==> src/sqf_pkg.sv <==
package sqf_pkg;

   // six-valued line alphabet, one code per recovered symbol clock
   typedef enum logic [2:0] {
      SYM_ZERO,
      SYM_ONE,
      SYM_NON_DATA,
      SYM_PAD_IDLE,
      SYM_SILENCE,
      SYM_BAD_SIGNAL
   } sqf_sym_e;

   typedef enum logic [1:0] {
      RX_WAIT,
      RX_DATA,
      RX_EXIT
   } sqf_rx_e;

   typedef struct packed {
      logic sd;
      logic ed;
      logic byte_strobe;
      logic err;
   } sqf_event_s;

   typedef struct packed {
      logic bus_quiet;
      logic noise_burst;
      logic rx_protocol_frame;
      logic rx_data_frame;
   } sqf_flags_s;

   localparam int OCTET_SYMBOLS = 8;
   localparam int SYM_W = 3;
   localparam int HIST_W = OCTET_SYMBOLS * SYM_W;
   localparam int SIL_COUNT = 8;
   localparam int ACT_COUNT = 3;
   localparam int LAST_BIT = OCTET_SYMBOLS - 1;
   localparam int EXIT_LAST = OCTET_SYMBOLS - 2;

   // delimiters, oldest symbol leftmost
   localparam logic [HIST_W-1:0] SD_PATTERN = {SYM_NON_DATA, SYM_NON_DATA, SYM_ZERO,
      SYM_NON_DATA, SYM_NON_DATA, SYM_ZERO, SYM_ZERO, SYM_ZERO};
   localparam logic [HIST_W-7:0] ED_HEAD = {SYM_NON_DATA, SYM_NON_DATA, SYM_ONE,
      SYM_NON_DATA, SYM_NON_DATA, SYM_ONE};

   localparam logic [31:0] CRC_POLY = 32'h04c11db7;
   localparam logic [31:0] CRC_INIT = 32'hffffffff;
   localparam logic [31:0] CRC_RESIDUE = 32'hc704dd7b;

   localparam int FC_TYPE_HI = 7;
   localparam int FC_TYPE_LO = 6;
   localparam logic [1:0] FC_TYPE_CONTROL = 2'h0;
   localparam logic [1:0] FC_TYPE_RESERVED = 2'h3;
   localparam int FC_OCTETS = 1;
   localparam int FCS_OCTETS = 4;

endpackage

==> src/sqf_receive_framer.sv <==
`timescale 1ns/1ps
// Behaviour
// - bus quiet never rises before frame flag
// - delimiters detected regardless of receive context
// - end delimiter detect returned to physical layer
// - start delimiter reinitialises detector, fixes alignment
// - byte strobe every eight data symbols
// - pad, silence, bad symbol: error, stop
// - non-data off octet boundary: error, stop
// - boundary non-data without delimiter: error, stop
// - start delimiter: reinit, error if mid-frame
// - end delimiter ends reception without error
// - check sum reset by start, shifts data
// - deserializer output valid only at reports
// - noise burst on quiet rise without frame
// - buffer octets, check control octet, count
// - valid needs good check sum, whole octets
// - six symbols; zero, one carry data
// - octet equals eight line symbols
// - symbol period equals inverse data rate
// - silence after eight, activity after three
// - frame flags set here, cleared by others
// - noise burst set here, cleared by others
// - buffer holds first BUF_DEPTH octets of each frame
module sqf_receive_framer #(
   parameter int ADDR_OCTETS = 6,
   parameter int MAX_OCTETS = 8191,
   parameter int BUF_DEPTH = 32
) (
   input wire logic clock,
   input wire logic reset_n,
   input wire logic recovered_symbol_clock,
   input wire logic [2:0] line_symbol,
   input wire logic clr_protocol_frame,
   input wire logic clr_data_frame,
   input wire logic clr_noise_burst,
   output logic end_delim_detect,
   output sqf_pkg::sqf_event_s events,
   output logic [7:0] rx_byte,
   output sqf_pkg::sqf_flags_s flags,
   output logic [$clog2(MAX_OCTETS+2)-1:0] frame_length,
   output logic [BUF_DEPTH*8-1:0] frame_buffer
);

   localparam int LEN_W = $clog2(MAX_OCTETS + 2);
   localparam int BUF_IW = (BUF_DEPTH > 1) ? $clog2(BUF_DEPTH) : 1;
   localparam int MIN_OCTETS = sqf_pkg::FC_OCTETS + 2 * ADDR_OCTETS + sqf_pkg::FCS_OCTETS;

   if (ADDR_OCTETS != 2 && ADDR_OCTETS != 6) begin : g_bad_addr
      $error("address length must be 2 or 6 octets");
   end
   if (MAX_OCTETS < MIN_OCTETS || BUF_DEPTH < MIN_OCTETS) begin : g_bad_size
      $error("maximum length and buffer depth must hold a minimal frame");
   end

   function automatic logic is_sd(input logic [sqf_pkg::HIST_W-1:0] h);
      return h == sqf_pkg::SD_PATTERN;
   endfunction

   function automatic logic is_data(input logic [2:0] s);
      return s == sqf_pkg::SYM_ZERO || s == sqf_pkg::SYM_ONE;
   endfunction

   function automatic logic is_ed(input logic [sqf_pkg::HIST_W-1:0] h);
      return h[sqf_pkg::HIST_W-1:6] == sqf_pkg::ED_HEAD && is_data(h[5:3]) && is_data(h[2:0]);
   endfunction

   function automatic logic [31:0] crc_step(input logic [31:0] c, input logic b);
      return {c[30:0], 1'b0} ^ ((c[31] ^ b) ? sqf_pkg::CRC_POLY : 32'h00000000);
   endfunction

   // reset release
   logic rst_s1;
   logic rst_s2;
   always_ff @(posedge clock or negedge reset_n) begin
      if (!reset_n) begin
         rst_s1 <= 1'b0;
         rst_s2 <= 1'b0;
      end else begin
         rst_s1 <= 1'b1;
         rst_s2 <= rst_s1;
      end
   end

   // link sampling; the phy is expected to change symbols near its falling edge,
   // so clock and data through equal-length synchronisers stay aligned
   logic clk_s1;
   logic clk_s2;
   logic clk_s3;
   logic [2:0] sym_s1;
   logic [2:0] sym_s2;
   logic next_clk_s1;
   logic next_clk_s2;
   logic next_clk_s3;
   logic [2:0] next_sym_s1;
   logic [2:0] next_sym_s2;
   logic step;

   always_comb begin
      next_clk_s1 = recovered_symbol_clock;
      next_clk_s2 = clk_s1;
      next_clk_s3 = clk_s2;
      next_sym_s1 = line_symbol;
      next_sym_s2 = sym_s1;
      step = clk_s2 & ~clk_s3; // one symbol per rising edge
   end

   always_ff @(posedge clock or negedge rst_s2) begin
      if (!rst_s2) begin
         clk_s1 <= 1'b0;
         clk_s2 <= 1'b0;
         clk_s3 <= 1'b0;
         sym_s1 <= sqf_pkg::SYM_SILENCE;
         sym_s2 <= sqf_pkg::SYM_SILENCE;
      end else begin
         clk_s1 <= next_clk_s1;
         clk_s2 <= next_clk_s2;
         clk_s3 <= next_clk_s3;
         sym_s1 <= next_sym_s1;
         sym_s2 <= next_sym_s2;
      end
   end

   // receive core
   logic [sqf_pkg::HIST_W-1:0] hist;
   sqf_pkg::sqf_rx_e rx_state;
   logic [2:0] bit_cnt;
   logic [2:0] exit_cnt;
   logic [7:0] deser;
   logic [31:0] crc;
   logic crc_on;
   logic [LEN_W-1:0] octet_cnt;
   logic [7:0] fbuf [BUF_DEPTH];
   logic [3:0] sil_cnt;
   logic [1:0] act_cnt;
   logic valid_seen;

   logic [sqf_pkg::HIST_W-1:0] next_hist;
   sqf_pkg::sqf_rx_e next_rx_state;
   logic [2:0] next_bit_cnt;
   logic [2:0] next_exit_cnt;
   logic [7:0] next_deser;
   logic [31:0] next_crc;
   logic next_crc_on;
   logic [LEN_W-1:0] next_octet_cnt;
   logic [7:0] next_fbuf [BUF_DEPTH];
   logic [3:0] next_sil_cnt;
   logic [1:0] next_act_cnt;
   logic next_valid_seen;
   logic next_end_delim_detect;
   sqf_pkg::sqf_event_s next_events;
   logic [7:0] next_rx_byte;
   sqf_pkg::sqf_flags_s next_flags;
   logic [LEN_W-1:0] next_frame_length;

   always_comb begin
      logic [2:0] s;
      logic sd_hit;
      logic ed_hit;
      logic data_sym;
      logic frame_ok;
      logic [1:0] fc_type;
      s = sym_s2;
      next_hist = hist;
      next_rx_state = rx_state;
      next_bit_cnt = bit_cnt;
      next_exit_cnt = exit_cnt;
      next_deser = deser;
      next_crc = crc;
      next_crc_on = crc_on;
      next_octet_cnt = octet_cnt;
      next_fbuf = fbuf;
      next_sil_cnt = sil_cnt;
      next_act_cnt = act_cnt;
      next_valid_seen = valid_seen;
      next_end_delim_detect = 1'b0;
      next_events = '0;
      next_rx_byte = rx_byte;
      next_frame_length = frame_length;
      next_flags = flags;
      // clears first so that a set in the same cycle wins
      next_flags.rx_protocol_frame = flags.rx_protocol_frame & ~clr_protocol_frame;
      next_flags.rx_data_frame = flags.rx_data_frame & ~clr_data_frame;
      next_flags.noise_burst = flags.noise_burst & ~clr_noise_burst;
      sd_hit = 1'b0;
      ed_hit = 1'b0;
      data_sym = is_data(s);
      frame_ok = 1'b0;
      fc_type = fbuf[0][sqf_pkg::FC_TYPE_HI:sqf_pkg::FC_TYPE_LO];
      if (step) begin
         next_hist = {hist[sqf_pkg::HIST_W-sqf_pkg::SYM_W-1:0], s};
         sd_hit = is_sd(next_hist);
         ed_hit = is_ed(next_hist);
         next_end_delim_detect = ed_hit;
         // hysteresis on the quiet flag
         if (s == sqf_pkg::SYM_SILENCE) begin
            next_act_cnt = 2'h0;
            if (sil_cnt < 4'(sqf_pkg::SIL_COUNT)) begin
               next_sil_cnt = sil_cnt + 4'h1;
            end
         end else begin
            next_sil_cnt = 4'h0;
            if (act_cnt < 2'(sqf_pkg::ACT_COUNT)) begin
               next_act_cnt = act_cnt + 2'h1;
            end
         end
         if (next_sil_cnt == 4'(sqf_pkg::SIL_COUNT) && !flags.bus_quiet) begin
            next_flags.bus_quiet = 1'b1;
            if (!valid_seen) begin
               next_flags.noise_burst = 1'b1;
            end
         end else if (next_act_cnt == 2'(sqf_pkg::ACT_COUNT) && flags.bus_quiet) begin
            next_flags.bus_quiet = 1'b0;
            next_valid_seen = 1'b0;
         end
         // check sum runs over data symbols until the first non-data one
         if (crc_on) begin
            if (data_sym) begin
               next_crc = crc_step(crc, s[0]);
            end else begin
               next_crc_on = 1'b0;
            end
         end
         if (sd_hit) begin
            // delimiter bit values are not passed on
            next_events.sd = 1'b1;
            next_events.err = (rx_state == sqf_pkg::RX_EXIT);
            next_rx_state = sqf_pkg::RX_DATA;
            next_bit_cnt = 3'h0;
            next_octet_cnt = '0;
            next_crc = sqf_pkg::CRC_INIT;
            next_crc_on = 1'b1;
         end else if (ed_hit && rx_state == sqf_pkg::RX_EXIT) begin
            next_events.ed = 1'b1;
            next_rx_state = sqf_pkg::RX_WAIT;
            next_frame_length = octet_cnt;
            // exit is only reached on an octet boundary, so every octet was whole
            frame_ok = (crc == sqf_pkg::CRC_RESIDUE) && (octet_cnt >= LEN_W'(MIN_OCTETS))
               && (octet_cnt <= LEN_W'(MAX_OCTETS)) && (fc_type != sqf_pkg::FC_TYPE_RESERVED);
            if (frame_ok) begin
               // flag set here while quiet can only rise on a later symbol
               next_valid_seen = 1'b1;
               if (fc_type == sqf_pkg::FC_TYPE_CONTROL) begin
                  next_flags.rx_protocol_frame = 1'b1;
               end else begin
                  next_flags.rx_data_frame = 1'b1;
               end
            end
         end else begin
            case (rx_state)
               sqf_pkg::RX_DATA: begin
                  if (data_sym) begin
                     next_deser = {deser[6:0], s[0]};
                     next_bit_cnt = bit_cnt + 3'h1;
                     if (bit_cnt == 3'(sqf_pkg::LAST_BIT)) begin
                        next_events.byte_strobe = 1'b1;
                        next_rx_byte = next_deser;
                        if (octet_cnt < LEN_W'(BUF_DEPTH)) begin
                           next_fbuf[BUF_IW'(octet_cnt)] = next_deser;
                        end
                        if (octet_cnt <= LEN_W'(MAX_OCTETS)) begin
                           next_octet_cnt = octet_cnt + LEN_W'(1);
                        end
                     end
                  end else if (s == sqf_pkg::SYM_NON_DATA && bit_cnt == 3'h0) begin
                     next_rx_state = sqf_pkg::RX_EXIT;
                     next_exit_cnt = 3'h0;
                  end else begin
                     next_events.err = 1'b1;
                     next_rx_state = sqf_pkg::RX_WAIT;
                  end
               end
               sqf_pkg::RX_EXIT: begin
                  next_exit_cnt = exit_cnt + 3'h1;
                  if (!data_sym && s != sqf_pkg::SYM_NON_DATA) begin
                     next_events.err = 1'b1;
                     next_rx_state = sqf_pkg::RX_WAIT;
                  end else if (exit_cnt == 3'(sqf_pkg::EXIT_LAST)) begin
                     next_events.err = 1'b1;
                     next_rx_state = sqf_pkg::RX_WAIT;
                  end
               end
               sqf_pkg::RX_WAIT: begin
                  next_rx_state = sqf_pkg::RX_WAIT;
               end
               default: begin
                  next_rx_state = sqf_pkg::RX_WAIT;
               end
            endcase
         end
      end
   end

   always_ff @(posedge clock or negedge rst_s2) begin
      if (!rst_s2) begin
         hist <= '0;
         rx_state <= sqf_pkg::RX_WAIT;
         bit_cnt <= 3'h0;
         exit_cnt <= 3'h0;
         deser <= 8'h00;
         crc <= sqf_pkg::CRC_INIT;
         crc_on <= 1'b0;
         octet_cnt <= '0;
         fbuf <= '{default: 8'h00};
         sil_cnt <= 4'h0;
         act_cnt <= 2'h0;
         valid_seen <= 1'b0;
         end_delim_detect <= 1'b0;
         events <= '0;
         rx_byte <= 8'h00;
         flags <= '0;
         frame_length <= '0;
      end else begin
         hist <= next_hist;
         rx_state <= next_rx_state;
         bit_cnt <= next_bit_cnt;
         exit_cnt <= next_exit_cnt;
         deser <= next_deser;
         crc <= next_crc;
         crc_on <= next_crc_on;
         octet_cnt <= next_octet_cnt;
         fbuf <= next_fbuf;
         sil_cnt <= next_sil_cnt;
         act_cnt <= next_act_cnt;
         valid_seen <= next_valid_seen;
         end_delim_detect <= next_end_delim_detect;
         events <= next_events;
         rx_byte <= next_rx_byte;
         flags <= next_flags;
         frame_length <= next_frame_length;
      end
   end

   // octet 0 (frame control) sits in the low byte
   for (genvar i = 0; i < BUF_DEPTH; i++) begin : g_buf
      assign frame_buffer[i*8 +: 8] = fbuf[i];
   end

endmodule // sqf_receive_framer

==> config.mk <==
export PLATFORM = sky130hd
export DESIGN_NAME = sqf_receive_framer
export DESIGN_NICKNAME = d
export VERILOG_FILES = /design/src/sqf_pkg.sv /design/src/sqf_receive_framer.sv
export SDC_FILE = /design/constraint.sdc
export NUM_CORES = 1
export LEC_CHECK = 0
export BUFFER_PORTS_ARGS = -buffer_cell sky130_fd_sc_hd__buf_2
export CORE_ASPECT_RATIO = 0.8
export CORE_MARGIN = 2
export CORE_UTILIZATION = 50
export CTS_CLUSTER_SIZE = 16
export DETAILED_ROUTE_END_ITERATION = 8
export GPL_ROUTABILITY_DRIVEN = 0
export PLACE_DENSITY = 0.76
export SLEW_MARGIN = 20
export SYNTH_ARGS = -nofsm -noshare
export SYNTH_HDL_FRONTEND = slang
export SYNTH_SLANG_ARGS = --single-unit
==> constraint.sdc <==
create_clock -name clock -period 15.7 [get_ports clock]
set_clock_uncertainty 0.05 [all_clocks]
set_input_delay 3.14 -clock clock [delete_from_list [all_inputs] [get_ports clock]]
set_output_delay 3.14 -clock clock [all_outputs]
set_load 0.02 [all_outputs]
Yosys cells after proc, flatten, opt, wreduce, memory -nomap -nowiden
Index checks and enable logic that the tools add are counted.
Storage, ports and cells
  input bits: 9
  logic and storage cells: 208
  output and inout port bits: 287
  register bits after elaboration: 388
Cells by class
  add/sub/neg operators: 5
  equality and inequality tests: 20
  mux-type cells: 66
  bitwise gates (word level): 13
  $lt $le $gt $ge: 7
  reductions and logical operators: 36
Operators by type and width (count)
  bitwise mux 256 bit: 1
  two-way mux 32 bit: 3
  two-way mux 14 bit: 6
  demux 8 bit (select 5 bit): 1
  equality test 32 bit, second input constant: 1
  bitwise XOR 32 x 27 -> 32 bit: 1
  two-way mux 2 bit: 14
  two-way mux 27 bit: 1
  two-way mux 1 bit: 25
  equality test 24 x 23 -> 1 bit, second input constant: 1
  two-way mux 3 bit: 7
  equality test 18 x 17 -> 1 bit, second input constant: 1
  AND reduction 6 bit: 3
  two-way mux 4 bit: 4
  adder 14 x 1 -> 14 bit, second input constant: 1
  >= comparator 14 x 5 -> 1 bit, second input constant: 1
  less-or-equal comparator 14 x 13 -> 1 bit, second input constant: 1
  < comparator 14 x 6 -> 1 bit, second input constant: 1
  nonzero test 2 bit: 7
  logical AND 1 bit: 11
  equality test 3 bit, second input constant: 3
  zero test 3 bit: 3
  AND reduction 3 bit: 3
  two-way mux 8 bit: 1
  30 further kinds: 46

Logic depth before layout (Yosys ltp)
  depth in word-level cells: 11
  gate-level depth with buffers: 8
  depth with buffers taken out: 7

Least setup slack after synthesis
Ideal clock, no wire load.
  path type: register to output
  start point: register fbuf, in the netlist frame_buffer[6]
  end point: output frame_buffer[6]
  path slack: 12.034 ns
  required time: 12.510 ns
  path buffers: 0
  stages on the path, launching flop included: 1
  data arrival time: 0.476 ns
  cell sequence: dfrtp_1
RTL lines
  start, declared: line sqf_receive_framer.sv:133  | logic [7:0] fbuf [BUF_DEPTH];
  start signal, assigned: line sqf_receive_framer.sv:322  | fbuf <= next_fbuf;
  end, declared: line sqf_receive_framer.sv:42  | output logic [BUF_DEPTH*8-1:0] frame_buffer
No word-level cell between the ends.

Final worst setup path
  start point: register fbuf, in the netlist frame_buffer[7]
  end point: output frame_buffer[7]
No word-level cell between the ends.

==> reports/metrics.yaml <==
status: "finished, final reports clean"
cts-buffers-inserted: 40
die_height_microns: 166
cp-start-kind: "register"
rsz0062_at_grt: "false"
maxSlewViolCount: 0
dp_hpwl_microns: 26300
hold_viol_final: 0
max_freq_ghz: 0.230
cts.htree.levels: 2
synth-edff-count: 0
critPathMaxStageDelay_ns: 0.42
hold_class: "register to register"
dpl_cell_area_sq_um: 18200
period_minus_slack_ns: 4.35
finalWirelength_microns: 40000
area_delta_synth_final_pct: 19.5
power.leakage_nw: 10.4
arrival_ns: 1.16
syn_inst: 1142
final_area_sq_um: 19500
ant_nets: 0
synth_top_area_share_pct: 54.2
crit_slowest_cell: "dfrtp_1"
cts_tree: "built"
async_flop_share_pct: 100
max_slew_margin_pct: 32.6
maxCapViolations: 0
synth-seq-area-share_pct: 59.7
die_width_microns: 206
clockBufferDepth: 3
hold_buffers: 0
path_clk_slew_ns: 0.06
rows: 59
dieArea_sq_um: 34100
grt_max_degree: 169
crit_type: "register to primary output"
critPathMaxFanout: 5
crit_path_start: "frame_buffer[7]"
nFillCells: 2512
worst-r2r-cell-count: 6
post_drt_wl_per_cell_microns: 21.1
min_from: "next_sym_s2[0]"
cts_root_buffer: "clkbuf_16"
num_antenna_cells: 0
cp.depth: 1
crit_required_ns: 12.51
timing.rr.end: "octet_cnt[4]"
gr-total-overflow: 0
portBuffers: 295
synth_top_area_cell: "dfrtp_1"
synthesis.nets: 1164
vias: 10500
nets: 1461
crit_path_end_kind: "primary output"
path_buf_inv: 1
core_area_sq_um: 32300
firstDrtPassIters: 4
synth.distinct_cells: 68
setup_slack_ns: 11.35
cts_setup_buffers: 0
synth_area_leaders: "dfrtp_1 (54%), mux2_2 (15%), mux2_4 (6.0%), dfstp_2 (5.5%), nand2_1 (2.2%)"
yosysWarnings: 0
route.detailed.drc: 0
vias_per_cell: 5.54
drive_gt1_share_pct: 50.7
syn_avg_cell_area_sq_um: 14.3
synthFlopType: "dfrtp_1"
fin_crit_sh_pct: 27.7
crit_chain: "buf_2"
worst_slew_pin_slew_ns: 1.01
grt_usage_pct: 23.8
grt_first_pass_wirelength_microns: 63100
r2r_start: "sym_s2[2]"
r2r_slack_ns: 12.59
setup_viol: 0
clk_latency_ns: 0.54
initial_core_util_pct: 50.5
grt_pass1_vias: 10600
drtIter0Drc: 554
place_ws_ns: 11.92
peakVddDrop_mv: 0.0866
cts_resized: 0
cp_top_family: "flip-flops"
antenna_found_initial: 0
critPathCapture: "frame_buffer[7]"
cts.sinks: 388
layout_common_cells: "dfrtp_1 (352), buf_2 (295), mux2_2 (224), nand2_1 (97), mux2_4 (65)"
ys_seq_elements: 388
io_pins: 296
setup_tns_ns: 0
synth_area_sq_um: 16300
cellPowerDensity_nw_per_um2: 103
final_common_cell: "dfrtp_1"
-- area by class of cell --
class / count / area, sq um / share of cell area, %
Clock buffer: 65 / 1230 / 6.29
Clock inverter: 6 / 73.8 / 0.378
Inverter: 17 / 63.8 / 0.327
Multi-Input combinational cell: 678 / 6230 / 31.9
Sequential cell: 388 / 9760 / 50.0
Tap cell: 427 / 534 / 2.74
Timing Repair Buffer: 314 / 1630 / 8.36
-- synth_stat cells (all sizes together) (3+ instances only) --
| library cell | number |
|---|---|
| o211ai | 3 |
| a211oi | 6 |
| xor2 | 3 |
| xnor2 | 12 |
| or4b | 3 |
| a32o | 4 |
| buf | 23 |
| a2bb2oi | 11 |
| mux2 | 289 |
| o21ai | 7 |
| nor2b | 6 |
| dfstp | 34 |
| or3 | 3 |
| o22a | 21 |
| inv | 16 |
| and4 | 5 |
| and3 | 10 |
| nand4 | 6 |
| mux2i | 11 |
| nor3b | 3 |
| nor2 | 16 |
| nand2b | 10 |
| nor3 | 35 |
| nor4 | 7 |
| ha | 13 |
| dfrtp | 354 |
| clkbuf | 36 |
| nand2 | 97 |
| a21oi | 13 |
| nand3 | 51 |
| and2 | 3 |
-- per-stage QoR --
step	util (%)	hold slack [ns]	cells	total power (W)
global route	60.4	0.305	1895	0.00208
floorplan	-	0.281	1142	0.00108
finish	60.4	0.299	1895	0.00201
global placement	56.3	0.286	1824	0.00109
CTS	60.4	0.300	1895	0.00203
detailed placement	56.3	0.287	1824	0.00109
-- report_power, final --
group | internal [W] | switching [W] | total [W]
registers | 0.00101 | 0.0000156 | 0.00103
clock network | 0.000552 | 0.000383 | 0.000934
logic | 0.0000135 | 0.0000328 | 0.0000463
-- per-layer routing --
metal  GRT usage [%]  wire [microns]  vias up
met4            7.64             971        0
met3            4.96            2460       63
met2            37.0           18700      297
li1                -               -     4689
met1            33.4           17900     5450
met5               0               0        -
-- how the worst min path moves through the flow --
stage	end	depth (start not counted)
6_report	sym_s2[0]	0
5_1_grt	rst_s2	0
2_1_floorplan	clk_s2	0
3_5_place_dp	sym_s2[0]	0
3_3_place_gp	sym_s2[1]	0
4_1_cts	sym_s2[0]	0
-- state kept, by name, summed over array words and instances, names as in the netlist, 2 cells and up --
name and count:
crc 32, act_cnt 2, bit_cnt 3, frame_length 14
rx_byte 8, sym_s2 3, sil_cnt 4, octet_cnt 14
frame_buffer 256, exit_cnt 3, flags 4, rx_state 2
events 4, deser 7, hist 21, next_sym_s2 3
-- cells by family after synthesis --
group,count (synthesis),share of synthesized area [%]
adders and majority gates,13,0.996
and+or+nand+nor,263,9.96
muxes,300,22.1
AOI/OAI and AO/OA,86,4.24
DFF,388,59.7
xor gates and xnor gates,15,0.804
other,1,0.0230
buffers and inverters,76,2.19
Note: power is estimated with default switching activity, not from simulation.
